**src/logic/sfs_pkg.sv**
```systemverilog
// constants and types shared by the speed feedback selector
package sfs_pkg;
	// ------------------------------------------------------------
	// clock and timing
	// ------------------------------------------------------------
	localparam int CLK_HZ = 40_000_000;
	localparam int SAMPLE_US = 1000;
	localparam int SAMPLE_CYC = SAMPLE_US * (CLK_HZ / 1_000_000);
	localparam int TRIM_SHIFT = 3;
	// ------------------------------------------------------------
	// scaling: 16'h4000 is 100 % feedback
	// ------------------------------------------------------------
	localparam logic [15:0] FS_PCT = 16'h4000;
	localparam logic [55:0] ENC_NUM_K = 56'(64'h4000 * 64'd60 * 64'(CLK_HZ));
	localparam logic [13:0] PCT_MAX = 14'h2710;
	localparam logic [15:0] TRIM_ONE = 16'h2710;
	localparam logic [15:0] TRIM_MAX = 16'h2af8;
	localparam logic [9:0] MAG_MAX = 10'h3ff;
	// ------------------------------------------------------------
	// source codes
	// ------------------------------------------------------------
	localparam logic [2:0] SRC_AV = 3'h0;
	localparam logic [2:0] SRC_TACH = 3'h1;
	localparam logic [2:0] SRC_ENC = 3'h2;
	localparam logic [2:0] SRC_ENC_AV = 3'h3;
	localparam logic [2:0] SRC_ENC_TACH = 3'h4;
	// ------------------------------------------------------------
	// register offsets (byte addresses)
	// ------------------------------------------------------------
	localparam logic [7:0] REG_CTRL = 8'h00;
	localparam logic [7:0] REG_LINES = 8'h04;
	localparam logic [7:0] REG_MAX_RPM = 8'h08;
	localparam logic [7:0] REG_AV_FULL = 8'h0c;
	localparam logic [7:0] REG_TACH_FULL = 8'h10;
	localparam logic [7:0] REG_IR = 8'h14;
	localparam logic [7:0] REG_FLD_TRIM = 8'h18;
	localparam logic [7:0] REG_FAULT_THR = 8'h1c;
	localparam logic [7:0] REG_INT_STAT = 8'h20;
	localparam logic [7:0] REG_INT_EN = 8'h24;
	localparam logic [7:0] REG_INT_CLR = 8'h28;
	localparam logic [7:0] REG_SPEED = 8'h2c;
	localparam logic [7:0] REG_ENC_SPEED = 8'h30;
	localparam logic [7:0] REG_STATUS = 8'h34;
	// ctrl fields and interrupt bits
	localparam int CTRL_QUAD = 3;
	localparam int CTRL_FAULT_SW = 4;
	localparam int CTRL_ZLOCK = 5;
	localparam int INT_SAMPLE = 0;
	localparam int INT_FAULT = 1;
	// ------------------------------------------------------------
	// reset values
	// ------------------------------------------------------------
	localparam logic [5:0] CTRL_RST = 6'h00;
	localparam logic [15:0] LINES_RST = 16'h0400;
	localparam logic [12:0] RPM_RST = 13'h05dc;
	localparam logic [15:0] AV_FULL_RST = 16'h4000;
	localparam logic [15:0] TACH_FULL_RST = 16'h4000;
	localparam logic [15:0] FAULT_THR_RST = 16'h0800;
	typedef enum logic [4:0] {
		S_IDLE = 5'b00001,
		S_ENC = 5'b00010,
		S_AV = 5'b00100,
		S_TACH = 5'b01000,
		S_UPD = 5'b10000
	} sfs_state_t;
endpackage : sfs_pkg

```
**src/logic/sfs_top.sv**
```systemverilog
// speed feedback selection, encoder decoding and feedback scaling
//
// How it works
// - source code 0 always selects the internal armature-voltage feedback.
// - in pulse mode input b is direction, low reverse and high forward.
// - with quadrature enabled, the a/b phase order gives the direction.
// - the encoder line count is pulses per revolution in the speed conversion.
// - encoder speed is scaled so the full-scale rpm gives 100 % (16'h4000).
// - input a carries pulses, input b direction or the second phase.
// - mode 3 uses armature voltage as dynamic feedback, trimmed by the encoder.
// - mode 3 single-line takes the sign from armature voltage and frees input a unless locked.
// - mode 3 scales steady state by full-scale rpm, dynamics by armature full scale.
// - mode 4 uses tacho as dynamic feedback, trimmed by the encoder.
// - mode 4 single-line takes the sign from the tacho and frees input a unless locked.
// - mode 4 scales dynamics by tacho full scale, steady state by full-scale rpm.
// - a lost encoder either trips the drive or falls back to armature voltage.
// - armature voltage loses a resistive drop set by 0 to 100.00 %, default 0.
// - field feedback is multiplied by a 1.0000 to 1.1000 trim, changeable while running.
//
// Design decisions made here: the placing of the registers and the plain strobed port.
`timescale 1ns/1ps
module sfs_top #(
	parameter int SAMPLE_CYCLES = sfs_pkg::SAMPLE_CYC
) (
	// clock and reset
	input wire logic mclk,
	input wire logic rst,
	// register port
	input wire logic [7:0] addr,
	input wire logic [31:0] wr_data,
	input wire logic wr_en,
	input wire logic rd_en,
	output logic [31:0] rd_data,
	// encoder pins
	input wire logic encoder_terminal_a,
	input wire logic encoder_terminal_b,
	// converter samples, same clock
	input wire logic signed [15:0] armature_voltage_feedback,
	input wire logic signed [15:0] tacho_feedback,
	input wire logic signed [15:0] armature_current,
	input wire logic [15:0] field_current,
	// results
	output logic signed [15:0] speed_feedback,
	output logic [15:0] field_feedback,
	output logic drive_trip,
	output logic encoder_a_released,
	output logic encoder_a_aux,
	output logic irq
);
	import sfs_pkg::*;

	function automatic logic signed [15:0] sat16(input logic signed [19:0] v);
		if (v > 20'sd32767) begin
			return 16'sh7fff;
		end else if (v < -20'sd32767) begin
			return -16'sh7fff;
		end
		return v[15:0];
	endfunction : sat16

	// ------------------------------------------------------------
	// registers
	// ------------------------------------------------------------
	logic [5:0] ctrl;
	logic [15:0] enc_lines;
	logic [12:0] max_rpm;
	logic [15:0] av_full;
	logic [15:0] tach_full;
	logic [13:0] ir_comp;
	logic [15:0] field_trim;
	logic [15:0] fault_thr;
	logic [1:0] int_status;
	logic [1:0] int_enable;
	logic fb_fallback;
	logic signed [15:0] enc_speed;
	wire [2:0] src = ctrl[2:0];
	wire quad = ctrl[CTRL_QUAD];
	wire fault_sw = ctrl[CTRL_FAULT_SW];
	wire zlock = ctrl[CTRL_ZLOCK];
	wire wr_ctrl = wr_en && addr == REG_CTRL;
	wire wr_trim = wr_en && addr == REG_FLD_TRIM;
	wire wr_ir = wr_en && addr == REG_IR;
	wire [1:0] int_clr = (wr_en && addr == REG_INT_CLR) ? wr_data[1:0] : 2'h0;
	// out-of-range settings clamp rather than wrap
	wire [15:0] trim_wr = (wr_data[15:0] < TRIM_ONE) ? TRIM_ONE :
		(wr_data[15:0] > TRIM_MAX) ? TRIM_MAX : wr_data[15:0];
	wire [13:0] ir_wr = (wr_data[15:0] > {2'h0, PCT_MAX}) ? PCT_MAX : wr_data[13:0];

	always_ff @(posedge mclk) begin
		if (rst) begin
			ctrl <= CTRL_RST;
			enc_lines <= LINES_RST;
			max_rpm <= RPM_RST;
			av_full <= AV_FULL_RST;
			tach_full <= TACH_FULL_RST;
			ir_comp <= 14'h0;
			field_trim <= TRIM_ONE;
			fault_thr <= FAULT_THR_RST;
			int_enable <= 2'h0;
		end else if (wr_en) begin
			if (wr_ctrl)
				ctrl <= wr_data[5:0];
			if (addr == REG_LINES)
				enc_lines <= wr_data[15:0];
			if (addr == REG_MAX_RPM)
				max_rpm <= wr_data[12:0];
			if (addr == REG_AV_FULL)
				av_full <= wr_data[15:0];
			if (addr == REG_TACH_FULL)
				tach_full <= wr_data[15:0];
			if (wr_ir)
				ir_comp <= ir_wr;
			if (wr_trim)
				field_trim <= trim_wr;
			if (addr == REG_FAULT_THR)
				fault_thr <= wr_data[15:0];
			if (addr == REG_INT_EN)
				int_enable <= wr_data[1:0];
		end
	end

	// ------------------------------------------------------------
	// encoder input sync and decode
	// ------------------------------------------------------------
	logic a_m, a_s, a_d, b_m, b_s, b_d;
	always_ff @(posedge mclk) begin
		if (rst) begin
			{a_m, a_s, a_d, b_m, b_s, b_d} <= 6'h00;
		end else begin
			a_m <= encoder_terminal_a;
			a_s <= a_m;
			a_d <= a_s;
			b_m <= encoder_terminal_b;
			b_s <= b_m;
			b_d <= b_s;
		end
	end

	// single-line combined modes without zlock: b is ignored, sign comes from the analog source
	wire analog_sign = (src == SRC_ENC_AV || src == SRC_ENC_TACH) && !quad && !zlock;
	wire a_rise = a_s && !a_d;
	wire q_edge = (a_s ^ a_d) ^ (b_s ^ b_d);
	wire q_fwd = !(a_d ^ b_s);
	wire signed [1:0] step = quad ? (q_edge ? (q_fwd ? 2'sd1 : -2'sd1) : 2'sd0)
		: !a_rise ? 2'sd0 : (analog_sign || b_s) ? 2'sd1 : -2'sd1;

	// ------------------------------------------------------------
	// sample window and edge count
	// ------------------------------------------------------------
	logic [31:0] samp_cnt;
	logic signed [15:0] enc_cnt;
	wire sample_tick = samp_cnt == 32'(SAMPLE_CYCLES - 1);
	wire [15:0] cnt_abs = enc_cnt[15] ? 16'(-enc_cnt) : enc_cnt;
	// window holds at most 1023 edges; 100 kHz x4 in 1 ms is 400
	wire [9:0] mag_now = (cnt_abs > 16'(MAG_MAX)) ? MAG_MAX : cnt_abs[9:0];

	always_ff @(posedge mclk) begin
		if (rst) begin
			samp_cnt <= 32'h0;
			enc_cnt <= 16'sh0;
		end else begin
			samp_cnt <= sample_tick ? 32'h0 : samp_cnt + 32'h1;
			enc_cnt <= sample_tick ? 16'(step) : enc_cnt + 16'(step);
		end
	end

	// ------------------------------------------------------------
	// shared divider: encoder, armature voltage, tacho in turn
	// ------------------------------------------------------------
	sfs_state_t state, next_state;
	logic [55:0] div_num, div_q;
	logic [47:0] div_den;
	logic [48:0] div_rem;
	logic [5:0] div_bit;
	logic enc_neg, av_neg, tach_neg;
	logic [9:0] enc_mag;
	logic [15:0] av_mag, tach_mag, res_enc, res_av, res_tach;
	wire busy = state == S_ENC || state == S_AV || state == S_TACH;
	wire div_done = busy && div_bit == 6'h37;
	wire [48:0] rem_sh = {div_rem[47:0], div_num[55]};
	wire rem_ge = rem_sh >= {1'b0, div_den};
	wire [48:0] next_rem = rem_ge ? rem_sh - {1'b0, div_den} : rem_sh;
	wire [55:0] next_q = {div_q[54:0], rem_ge};
	wire [15:0] q_sat = (|next_q[55:15]) ? 16'h7fff : next_q[15:0];
	wire [15:0] av_abs = armature_voltage_feedback[15] ?
		16'(-armature_voltage_feedback) : armature_voltage_feedback;
	wire [15:0] tach_abs = tacho_feedback[15] ? 16'(-tacho_feedback) : tacho_feedback;
	// lines per rev times rpm times window; quadrature yields four edges per line
	wire [47:0] enc_den = (48'(enc_lines) * 48'(max_rpm) * 48'(SAMPLE_CYCLES))
		<< (quad ? 2 : 0);
	wire [55:0] enc_num = 56'(mag_now) * ENC_NUM_K;
	wire div_load = (state == S_IDLE && sample_tick) || (div_done && state != S_TACH);
	wire [55:0] ld_num = (state == S_IDLE) ? enc_num :
		(state == S_ENC) ? {24'h0, av_mag, 16'h0} >> 2 : {24'h0, tach_mag, 16'h0} >> 2;
	wire [47:0] ld_den = (state == S_IDLE) ? enc_den :
		(state == S_ENC) ? 48'(av_full) : 48'(tach_full);
	wire enc_sign_now = analog_sign ? (src == SRC_ENC_AV ? armature_voltage_feedback[15]
		: tacho_feedback[15]) : enc_cnt[15];

	always_comb begin
		next_state = state;
		case (state)
			S_IDLE: if (sample_tick) next_state = S_ENC;
			S_ENC: if (div_done) next_state = S_AV;
			S_AV: if (div_done) next_state = S_TACH;
			S_TACH: if (div_done) next_state = S_UPD;
			S_UPD: next_state = S_IDLE;
			default: next_state = S_IDLE;
		endcase
	end

	always_ff @(posedge mclk) begin
		if (rst) begin
			state <= S_IDLE;
			{div_num, div_q} <= 112'h0;
			div_den <= 48'h0;
			div_rem <= 49'h0;
			div_bit <= 6'h0;
		end else begin
			state <= next_state;
			if (div_load) begin
				div_num <= ld_num;
				div_den <= ld_den;
				div_rem <= 49'h0;
				div_q <= 56'h0;
				div_bit <= 6'h0;
			end else if (busy) begin
				div_num <= {div_num[54:0], 1'b0};
				div_rem <= next_rem;
				div_q <= next_q;
				div_bit <= div_bit + 6'h1;
			end
		end
	end

	always_ff @(posedge mclk) begin
		if (rst) begin
			{enc_neg, av_neg, tach_neg} <= 3'h0;
			enc_mag <= 10'h0;
			{av_mag, tach_mag} <= 32'h0;
			{res_enc, res_av, res_tach} <= 48'h0;
		end else begin
			if (state == S_IDLE && sample_tick) begin
				enc_neg <= enc_sign_now;
				enc_mag <= mag_now;
				av_neg <= armature_voltage_feedback[15];
				tach_neg <= tacho_feedback[15];
				av_mag <= av_abs;
				tach_mag <= tach_abs;
			end
			if (div_done && state == S_ENC)
				res_enc <= q_sat;
			if (div_done && state == S_AV)
				res_av <= q_sat;
			if (div_done && state == S_TACH)
				res_tach <= q_sat;
		end
	end

	// ------------------------------------------------------------
	// feedback combination
	// ------------------------------------------------------------
	logic signed [15:0] trim_acc;
	wire signed [31:0] drop_full = armature_current * $signed({18'h0, ir_comp});
	wire signed [31:0] drop = drop_full / 32'sd10000;
	wire signed [19:0] av_pct = av_neg ? -20'(res_av) : 20'(res_av);
	wire signed [15:0] av_fb = sat16(av_pct - 20'(drop));
	wire signed [15:0] tach_fb = tach_neg ? -$signed(res_tach) : $signed(res_tach);
	wire signed [15:0] enc_fb = enc_neg ? -$signed(res_enc) : $signed(res_enc);
	wire signed [15:0] dyn_fb = (src == SRC_ENC_AV) ? av_fb : tach_fb;
	wire signed [15:0] comb_fb = sat16(20'(dyn_fb) + 20'(trim_acc));
	wire signed [19:0] trim_err = (20'(enc_fb) - 20'(comb_fb)) >>> TRIM_SHIFT;
	wire signed [15:0] next_trim = sat16(20'(trim_acc) + trim_err);
	wire [2:0] act_src = (fb_fallback || src > SRC_ENC_TACH) ? SRC_AV : src;
	wire signed [15:0] next_speed = (act_src == SRC_AV) ? av_fb :
		(act_src == SRC_TACH) ? tach_fb : (act_src == SRC_ENC) ? enc_fb : comb_fb;
	wire uses_enc = act_src == SRC_ENC || act_src == SRC_ENC_AV || act_src == SRC_ENC_TACH;
	wire av_big = (av_fb[15] ? 16'(-av_fb) : av_fb) > fault_thr;
	wire fault_evt = state == S_UPD && uses_enc && enc_mag == 10'h0 && av_big;
	wire [31:0] fld_prod = 32'(field_current) * 32'(field_trim);
	wire [31:0] fld_q = fld_prod / 32'd10000;
	wire [1:0] int_evt = {fault_evt, state == S_UPD};

	always_ff @(posedge mclk) begin
		if (rst) begin
			speed_feedback <= 16'sh0;
			enc_speed <= 16'sh0;
			trim_acc <= 16'sh0;
		end else if (state == S_UPD) begin
			speed_feedback <= next_speed;
			enc_speed <= enc_fb;
			// trim only integrates while a combined mode is live
			trim_acc <= (act_src == SRC_ENC_AV || act_src == SRC_ENC_TACH) ? next_trim
				: 16'sh0;
		end
	end

	// ------------------------------------------------------------
	// fault, interrupts, pin outputs
	// ------------------------------------------------------------
	always_ff @(posedge mclk) begin
		if (rst) begin
			drive_trip <= 1'b0;
			fb_fallback <= 1'b0;
			int_status <= 2'h0;
			irq <= 1'b0;
			field_feedback <= 16'h0;
			encoder_a_released <= 1'b0;
			encoder_a_aux <= 1'b0;
		end else begin
			// a new event wins over a clear in the same cycle
			drive_trip <= (drive_trip && !int_clr[INT_FAULT]) || (fault_evt && !fault_sw);
			fb_fallback <= (fb_fallback && !int_clr[INT_FAULT]) || (fault_evt && fault_sw);
			int_status <= (int_status & ~int_clr) | int_evt;
			irq <= |(int_status & int_enable);
			field_feedback <= (|fld_q[31:16]) ? 16'hffff : fld_q[15:0];
			encoder_a_released <= analog_sign;
			encoder_a_aux <= a_s;
		end
	end

	// ------------------------------------------------------------
	// read port
	// ------------------------------------------------------------
	wire [31:0] rd_mux =
		(addr == REG_CTRL) ? {26'h0, ctrl} :
		(addr == REG_LINES) ? {16'h0, enc_lines} :
		(addr == REG_MAX_RPM) ? {19'h0, max_rpm} :
		(addr == REG_AV_FULL) ? {16'h0, av_full} :
		(addr == REG_TACH_FULL) ? {16'h0, tach_full} :
		(addr == REG_IR) ? {18'h0, ir_comp} :
		(addr == REG_FLD_TRIM) ? {16'h0, field_trim} :
		(addr == REG_FAULT_THR) ? {16'h0, fault_thr} :
		(addr == REG_INT_STAT) ? {30'h0, int_status} :
		(addr == REG_INT_EN) ? {30'h0, int_enable} :
		(addr == REG_SPEED) ? 32'(speed_feedback) :
		(addr == REG_ENC_SPEED) ? 32'(enc_speed) :
		(addr == REG_STATUS) ? {24'h0, encoder_a_released, act_src, 2'h0, fb_fallback,
			drive_trip} : 32'h0;

	always_ff @(posedge mclk) begin
		if (rst)
			rd_data <= 32'h0;
		else
			rd_data <= rd_en ? rd_mux : 32'h0;
	end

	// ------------------------------------------------------------
	// assertions
	// ------------------------------------------------------------
	property p_fallback_src;
		@(posedge mclk) disable iff (rst) fb_fallback |-> act_src == SRC_AV;
	endproperty
	a_fallback_src: assert property (p_fallback_src) else $error("fallback not on av");
	property p_switch;
		@(posedge mclk) disable iff (rst) fault_evt && fault_sw |=> fb_fallback && !drive_trip;
	endproperty
	a_switch: assert property (p_switch) else $error("fault did not switch source");
	property p_trip;
		@(posedge mclk) disable iff (rst) fault_evt && !fault_sw |=> drive_trip;
	endproperty
	a_trip: assert property (p_trip) else $error("fault did not trip");
	property p_pulse_rev;
		@(posedge mclk) disable iff (rst)
		!quad && !analog_sign && a_rise && !b_s && !sample_tick |=> enc_cnt == $past(enc_cnt) - 16'sh1;
	endproperty
	a_pulse_rev: assert property (p_pulse_rev) else $error("low direction not reverse");
	property p_quad_fwd;
		@(posedge mclk) disable iff (rst)
		quad && q_edge && q_fwd && !sample_tick |=> enc_cnt == $past(enc_cnt) + 16'sh1;
	endproperty
	a_quad_fwd: assert property (p_quad_fwd) else $error("quadrature forward miscount");
	property p_release;
		@(posedge mclk) disable iff (rst)
		src == SRC_ENC_AV && !quad && !zlock |=> encoder_a_released;
	endproperty
	a_release: assert property (p_release) else $error("input a not released");
	property p_no_release;
		@(posedge mclk) disable iff (rst) zlock ##1 zlock |-> !encoder_a_released;
	endproperty
	a_no_release: assert property (p_no_release) else $error("released under lock");
	property p_trim_range;
		@(posedge mclk) disable iff (rst) field_trim >= TRIM_ONE && field_trim <= TRIM_MAX;
	endproperty
	a_trim_range: assert property (p_trim_range) else $error("field trim out of range");
	property p_ir_range;
		@(posedge mclk) disable iff (rst) wr_ir |=> ir_comp <= PCT_MAX;
	endproperty
	a_ir_range: assert property (p_ir_range) else $error("resistive_drop_correction too big");
	property p_div_len;
		@(posedge mclk) disable iff (rst)
		state == S_ENC && $past(state) == S_IDLE |-> ##56 state == S_AV;
	endproperty
	a_div_len: assert property (p_div_len) else $error("encoder divide length wrong");
	property p_rd_speed;
		@(posedge mclk) disable iff (rst)
		rd_en && addr == REG_SPEED |=> rd_data == 32'($past(speed_feedback));
	endproperty
	a_rd_speed: assert property (p_rd_speed) else $error("speed readback wrong");
	c_mode3: cover property (@(posedge mclk) disable iff (rst) state == S_UPD && act_src == SRC_ENC_AV);
	c_mode4: cover property (@(posedge mclk) disable iff (rst) state == S_UPD && act_src == SRC_ENC_TACH);
	c_fallback: cover property (@(posedge mclk) disable iff (rst) fault_evt && fault_sw);
	c_irq: cover property (@(posedge mclk) disable iff (rst) $rose(irq));
endmodule : sfs_top

```
**config.mk**
```make
export PLATFORM = sky130hd
export DESIGN_NAME = sfs_top
export DESIGN_NICKNAME = d
export VERILOG_FILES = /design/src/logic/sfs_pkg.sv /design/src/logic/sfs_top.sv
export SDC_FILE = /design/constraint.sdc
export NUM_CORES = 2
export LEC_CHECK = 0
export ABC_AREA = 0
export BUFFER_PORTS_ARGS = -buffer_cell sky130_fd_sc_hd__buf_2
export CELL_PAD_IN_SITES_DETAIL_PLACEMENT = 1
export CELL_PAD_IN_SITES_GLOBAL_PLACEMENT = 1
export CORE_UTILIZATION = 53
export DETAILED_ROUTE_END_ITERATION = 6
export GPL_ROUTABILITY_DRIVEN = 0
export PLACE_DENSITY_LB_ADDON = 0.25
export SLEW_MARGIN = 20
export SYNTH_ARGS = -nofsm -noshare
export SYNTH_HDL_FRONTEND = slang
export SYNTH_SLANG_ARGS = --single-unit
export TNS_END_PERCENT = 10
```
**constraint.sdc**
```tcl
create_clock -name mclk -period 51.1 [get_ports mclk]
set_input_delay 0 -clock mclk [delete_from_list [all_inputs] [get_ports mclk]]
set_output_delay 0 -clock mclk [all_outputs]
set_load 0.02 [all_outputs]
```
# After elaboration in Yosys (flattened, before gate mapping)
# Index checks and enable logic that the tools add are counted.
dict set report totals {
  wordCells 247
  latch_bits 0
  reg_bits 582
  mem_bits_ro 0
  ram_bits 0
  memories 0
}
dict set report classes {
  n_reduce_logical 58
  n_bitwise 9
  div 2
  n_shift 1
  order_cmp 13
  addsub 15
  n_mul 5
  mux 69
  eq_ne 31
}
# cell count
set op_table {}
lappend op_table {{$mux W16} 35}
lappend op_table {{$mux W56} 3}
lappend op_table {{$mux W48} 2}
lappend op_table {{$neg A16 Y16} 6}
lappend op_table {{$mux W32} 2}
lappend op_table {{$ge A49 B48 Y1} 1}
lappend op_table {{$eq A8 B6 Y1 const B} 6}
lappend op_table {{$shl A45 B2 Y48} 1}
lappend op_table {{$sub A48 B48 Y48} 1}
lappend op_table {{$reduce_or A41 Y1} 1}
lappend op_table {{$mul A29 B10 Y39 const B} 1}
lappend op_table {{$gt A17 B16 Y1 const B} 2}
lappend op_table {{$lt A17 B16 Y1 const B} 2}
lappend op_table {{$add A32 B1 Y32 const B} 1}
lappend op_table {{$div A32 B14 Y32 const B} 1}
lappend op_table {{$div A32 B15 Y32 const B} 1}
lappend op_table {{$eq A32 B16 Y1 const B} 1}
lappend op_table {{$eq A8 B5 Y1 const B} 4}
lappend op_table {{$gt A16 B14 Y1 const B} 2}
lappend op_table {{$mul A16 B16 Y32} 1}
lappend op_table {{$mul A10 B21 Y31 const B} 1}
lappend op_table {{$mul A16 B15 Y31} 1}
lappend op_table {{$mux W30} 1}
lappend op_table {{$mul A16 B13 Y29} 1}
lappend op_table {{54 further kinds} 125}

# Depth between registers and ports, before layout
dict set report logic_depth {
  word_depth 20
  ltp_mapped 170
  ltp_nobuf 155
}

# Least setup slack after synthesis
# Ideal clock, no wire load.
dict set report synth_timing {
  kind {register to register}
  start {register ir_comp[8]}
  end {register trim_acc[6]}
  setup_ns 0.070
  path_slack_ns 17.032
  required_time_ns 51.030
  stages_incl_launch_ff 145
  t_arrival_ns 33.997
  path_buffers 10
  cell_sequence {dfxtp_1 clkbuf_1 clkbuf_1 nand2_1 fa_1 fa_1 inv_1 fa_1 fa_1 fa_1 inv_1 fa_1 inv_1 ha_1 buf_2 a21oi_1 nand2_1 or2_2 [... 109 more ...] o21bai_1 and2_1 o21a_1 a221o_1 a21o_1 a21oi_1 xnor2_1 ha_1 xor2_1 or4_1 or4_1 or4_1 or3_1 a21oi_1 nand2b_1 clkbuf_1 o21ai_0 a21oi_1}
}
dict set report synth_via {
  elab_chain_len 20
}
# item line_no
set synth_lines {}
lappend synth_lines {{start, declared} sfs_top.sv:69} ;# logic [13:0] ir_comp;
lappend synth_lines {{start signal, assigned} sfs_top.sv:112} ;# ir_comp <= ir_wr;
lappend synth_lines {{$mul A16 B15 Y31 (*)} sfs_top.sv:264} ;# wire signed [31:0] drop_full = armature_current * $signed({18'h0, ir_comp});
lappend synth_lines {{$div A32 B15 Y32 (*)} sfs_top.sv:265} ;# wire signed [31:0] drop = drop_full / 32'sd10000;
lappend synth_lines {{$sub A20 B20 Y20 (*)} sfs_top.sv:267} ;# wire signed [15:0] av_fb = sat16(av_pct - 20'(drop));
lappend synth_lines {{$lt A20 B16 Y1} sfs_top.sv:55} ;# end else if (v < -20'sd32767) begin
lappend synth_lines {{$mux W1} sfs_top.sv:55}
lappend synth_lines {{$mux W1} sfs_top.sv:53} ;# if (v > 20'sd32767) begin
lappend synth_lines {{$mux W16 (*)} sfs_top.sv:58} ;# return v[15:0];
lappend synth_lines {{$mux W16 (*)} sfs_top.sv:270} ;# wire signed [15:0] dyn_fb = (src == SRC_ENC_AV) ? av_fb : tach_fb;
lappend synth_lines {{[... 4 more ...]} --}
lappend synth_lines {{$mux W16 (*)} sfs_top.sv:58}
lappend synth_lines {{$sub A16 B16 Y17 (*)} sfs_top.sv:272} ;# wire signed [19:0] trim_err = (20'(enc_fb) - 20'(comb_fb)) >>> TRIM_SHIFT;
lappend synth_lines {{$add A16 B14 Y17 (*)} sfs_top.sv:273} ;# wire signed [15:0] next_trim = sat16(20'(trim_acc) + trim_err);
lappend synth_lines {{$lt A17 B16 Y1} sfs_top.sv:55}
lappend synth_lines {{$mux W1} sfs_top.sv:55}
lappend synth_lines {{$mux W1} sfs_top.sv:53}
lappend synth_lines {{$mux W16 (*)} sfs_top.sv:58}
lappend synth_lines {{$mux W16 (*)} sfs_top.sv:293} ;# trim_acc <= (act_src == SRC_ENC_AV || act_src == SRC_ENC_TACH) ? next_trim
lappend synth_lines {{end signal, assigned} sfs_top.sv:293}
lappend synth_lines {{end, declared} sfs_top.sv:263} ;# logic signed [15:0] trim_acc;
# Mark *: on every way between the ends. The rest lies on a longest branch, timed or not.
# A chain may end at the register's enable or synchronous reset.

# Worst setup path after layout
dict set report layout_timing {
  start {register ir_comp[0]}
  end {register trim_acc[14]}
}
# Same word-level chain as after synthesis.

==> qor.yml <==
grt_pass1_wl_um: 433400
multiInputGateArea_mm2: 0.05988
min_path_type: "input port to flop"
async_flop_share: 0
cpMaxStageDelayCell: "dfxtp_1"
hold_violations: 0
clockBufferDepth: 3
reg2reg_depth: 142
ys_ff_latch: 552
final_nets: 11250
ant_nets: 0
die_area_mm2: 0.1472
worst_pin_slew_ns: 1.198
clk_pin_slew_ns: 0.06
grt_start_max_net_pins: 102
cts_tree: "yes"
postSynthCellCount: 9923
synth_commonest_cells: "1,243 x nand2_1, 1,197 x inv_1, 722 x nor2_1, 688 x a21oi_1, 685 x fa_1"
yosysTopAreaCellShare: 0.1776
critical_path.max_fanout: 18
cts_buffers: 70
ff2ff_setup_slack_ns: 8.01
hp-start: "addr[2]"
ys.flop_type: "dfxtp_1"
via_count: 74720
synth_nets: 11330
path_common_cell: "a21oi_1"
wl_per_cell_um: 23.17
rows: 139
whs_endpoint: "int_enable[0]$_SDFFE_PP0P_"
crit_arrival_ns: 43.72
initial_core_util: 0.5362
finalClockSkew_ns: 0.03900
seq_area_frac_synth: 0.1431
grt_pass1_vias: 79430
status: "finished, violations left"
grt.overflow.total: 0
synth_edf_count: 0
report.final.slew_viol_count: 0
fin_crit_sh: 0.8433
yosysWarnings: 0
antenna_found_initial: 37
drt-total-wl_um: 274100
avgSynthCellArea_um2: 7.782
die_x_um: 383.7
first_iter_violations: 5369
cap_violations: 0
vias_per_cell: 6.316
whs_path_depth: 4
setup_violations: 0
nFillCells: 17780
coreArea_mm2: 0.1440
synth_top_area_cell: "fa_1"
critical_path_required_ns: 51.72
final-seq-area_mm2: 0.01105
syn_to_final_growth_pct: 6.789
cts_root_buf: "clkbuf_16"
setup_tns_ns: 0
clock-sinks: 552
layout-drive-gt1-share: 0.05528
worstSetupPathType: "flop to flop"
critPathCaptureType: "flop"
drc: 33
drt-pass1-iter-count: 7
hpwl_um: 205400
whs_ns: 0.1765
cts_hold_buf: 96
grt_util_all_layers: 0.3644
die-height_um: 383.7
rr_startpoint: "ir_comp[0]$_SDFFE_PP0P_"
syn_area_mm2: 0.07722
relSlewSlack: 0.1970
rsz0062_at_grt: "no"
post_cts_resized: 0
r2r-end: "trim_acc[14]$_SDFFE_PP0P_"
max_stage_delay_ns: 0.93
min_period_ns: 43.09
synth_most_common_cell: "nand2_1"
max_freq_mhz: 23.21
clk-insertion-delay-late_ns: 0.71
cts_setup_buffers: 0
htree_levels: 3
critPathLaunchType: "flop"
violations: "design-rule violations"
pin_count: 178
portBuffers: 161
synth_cell_types: 151
synth.area.top_cells: "fa_1 18%, dfxtp_1 14%, ha_1 10%"
-- metrics by stage --
stage	instance area, um2	worst slack (ns)	utilization	instances
floorplan	77220	17.03	-	9923
CTS	82360	8.459	0.5719	11800
finish	82460	8.006	0.5727	11830
global placement	78940	10.38	0.5482	11580
global route	82430	5.053	0.5724	11820
detailed placement	78950	8.644	0.5482	11580
-- area by class of cell --
type	count	area share
timing repair buffer	303	0.02573
tap	1903	0.02887
clock buffer	97	0.02441
inverter	1199	0.05458
antenna	32	0.0009711
sequential	552	0.1340
clock inverter	29	0.005265
multi-input combinational	7715	0.7261
-- worst max-delay path, delay by kind of cell, from the launching register on --
family,cells,cell delay (ns)
XOR/XNOR,7,1.96
buffers and inverters,9,1.16
multiplexers,2,0.84
flip-flops,1,0.93
AND/OR/NAND/NOR,27,7.88
adder cells (fa/ha/maj),13,6.18
AO/OA/AOI/OAI,84,24.01
-- cell families after synthesis --
family	Yosys count	synth area share
AO/OA/AOI/OAI	2426	0.2117
XOR/XNOR	564	0.06460
adder cells (fa/ha/maj)	1324	0.2804
buffers and inverters	1656	0.08288
flip-flops	552	0.1431
multiplexers	123	0.01666
other	1	0.00004856
AND/OR/NAND/NOR	3277	0.2007
-- worst max-delay path by stage --
| stage | slack [ns] | from | endpoint | depth (start not counted) |
|---|---|---|---|---|
| 6_report | 8.01 | ir_comp[0]$_SDFFE_PP0P_ | trim_acc[14]$_SDFFE_PP0P_ | 142 |
| 5_1_grt | 5.05 | ir_comp[0]$_SDFFE_PP0P_ | trim_acc[14]$_SDFFE_PP0P_ | 146 |
| 4_1_cts | 8.46 | ir_comp[0]$_SDFFE_PP0P_ | trim_acc[14]$_SDFFE_PP0P_ | 141 |
| 3_5_place_dp | 8.64 | ir_comp[0]$_SDFFE_PP0P_ | trim_acc[14]$_SDFFE_PP0P_ | 142 |
| 3_3_place_gp | 10.38 | ir_comp[0]$_SDFFE_PP0P_ | trim_acc[14]$_SDFFE_PP0P_ | 141 |
| 2_1_floorplan | 17.03 | ir_comp[8]$_SDFFE_PP0P_ | trim_acc[6]$_SDFFE_PP0P_ | 144 |
-- flip-flops by register name, indices dropped and copies added (netlist names), 16 cells and up --
signal          count
av_full            16
av_mag             16
div_den            47
div_num            42
div_q              55
div_rem            48
enc_cnt            16
enc_lines          16
enc_speed          16
fault_thr          16
field_feedback     16
field_trim         16
rd_data            17
res_av             16
res_enc            16
res_tach           16
samp_cnt           32
speed_feedback     16
tach_full          16
tach_mag           16
trim_acc           16
-- cells in the final DEF, fill, tap and decap left out, types with 32 or more instances in the layout --
cell type      synthesis  layout
a211o_1               33      33
a211oi_1             176     176
a21o_1                93      93
a21oi_1              688     687
a221oi_1              33      33
a22oi_1               60      60
a311oi_1              34      34
a31oi_1               79      79
and2_1               391     390
and3_1                56      56
buf_2                 20     160
buf_4                 34      46
clkbuf_16              0      70
dfxtp_1              552     551
diode_2                0      32
dlygate4sd3_1          0      96
fa_1                 685     685
ha_1                 615     615
inv_1               1197    1197
mux2i_1               94      94
nand2_1             1243    1241
nand2b_1              89      89
nand3_1              173     173
nand4_1               70      70
nor2_1               722     718
nor2b_1               58      57
nor3_1               168     165
nor4_1                51      49
o211ai_1              58      58
o21a_1                40      40
o21ai_0              416     415
o21ai_1               71      71
o21bai_1             119     119
o22ai_1               44      44
o311ai_0              43      43
o31ai_1               45      45
or3_1                 66      66
xnor2_1              356     355
xor2_1               203     203
-- per-layer routing --
metal	part of all wire	global-route usage	wire, um
met3	0.072	0.06796	19850
met5	0.00057	0	157
met1	0.40	0.4457	109400
met4	0.045	0.1543	12320
met2	0.48	0.6248	132400
Power is left out: the tool's default activity adds up to more than one toggle a clock period on the data nets, which glitch-free logic cannot reach.
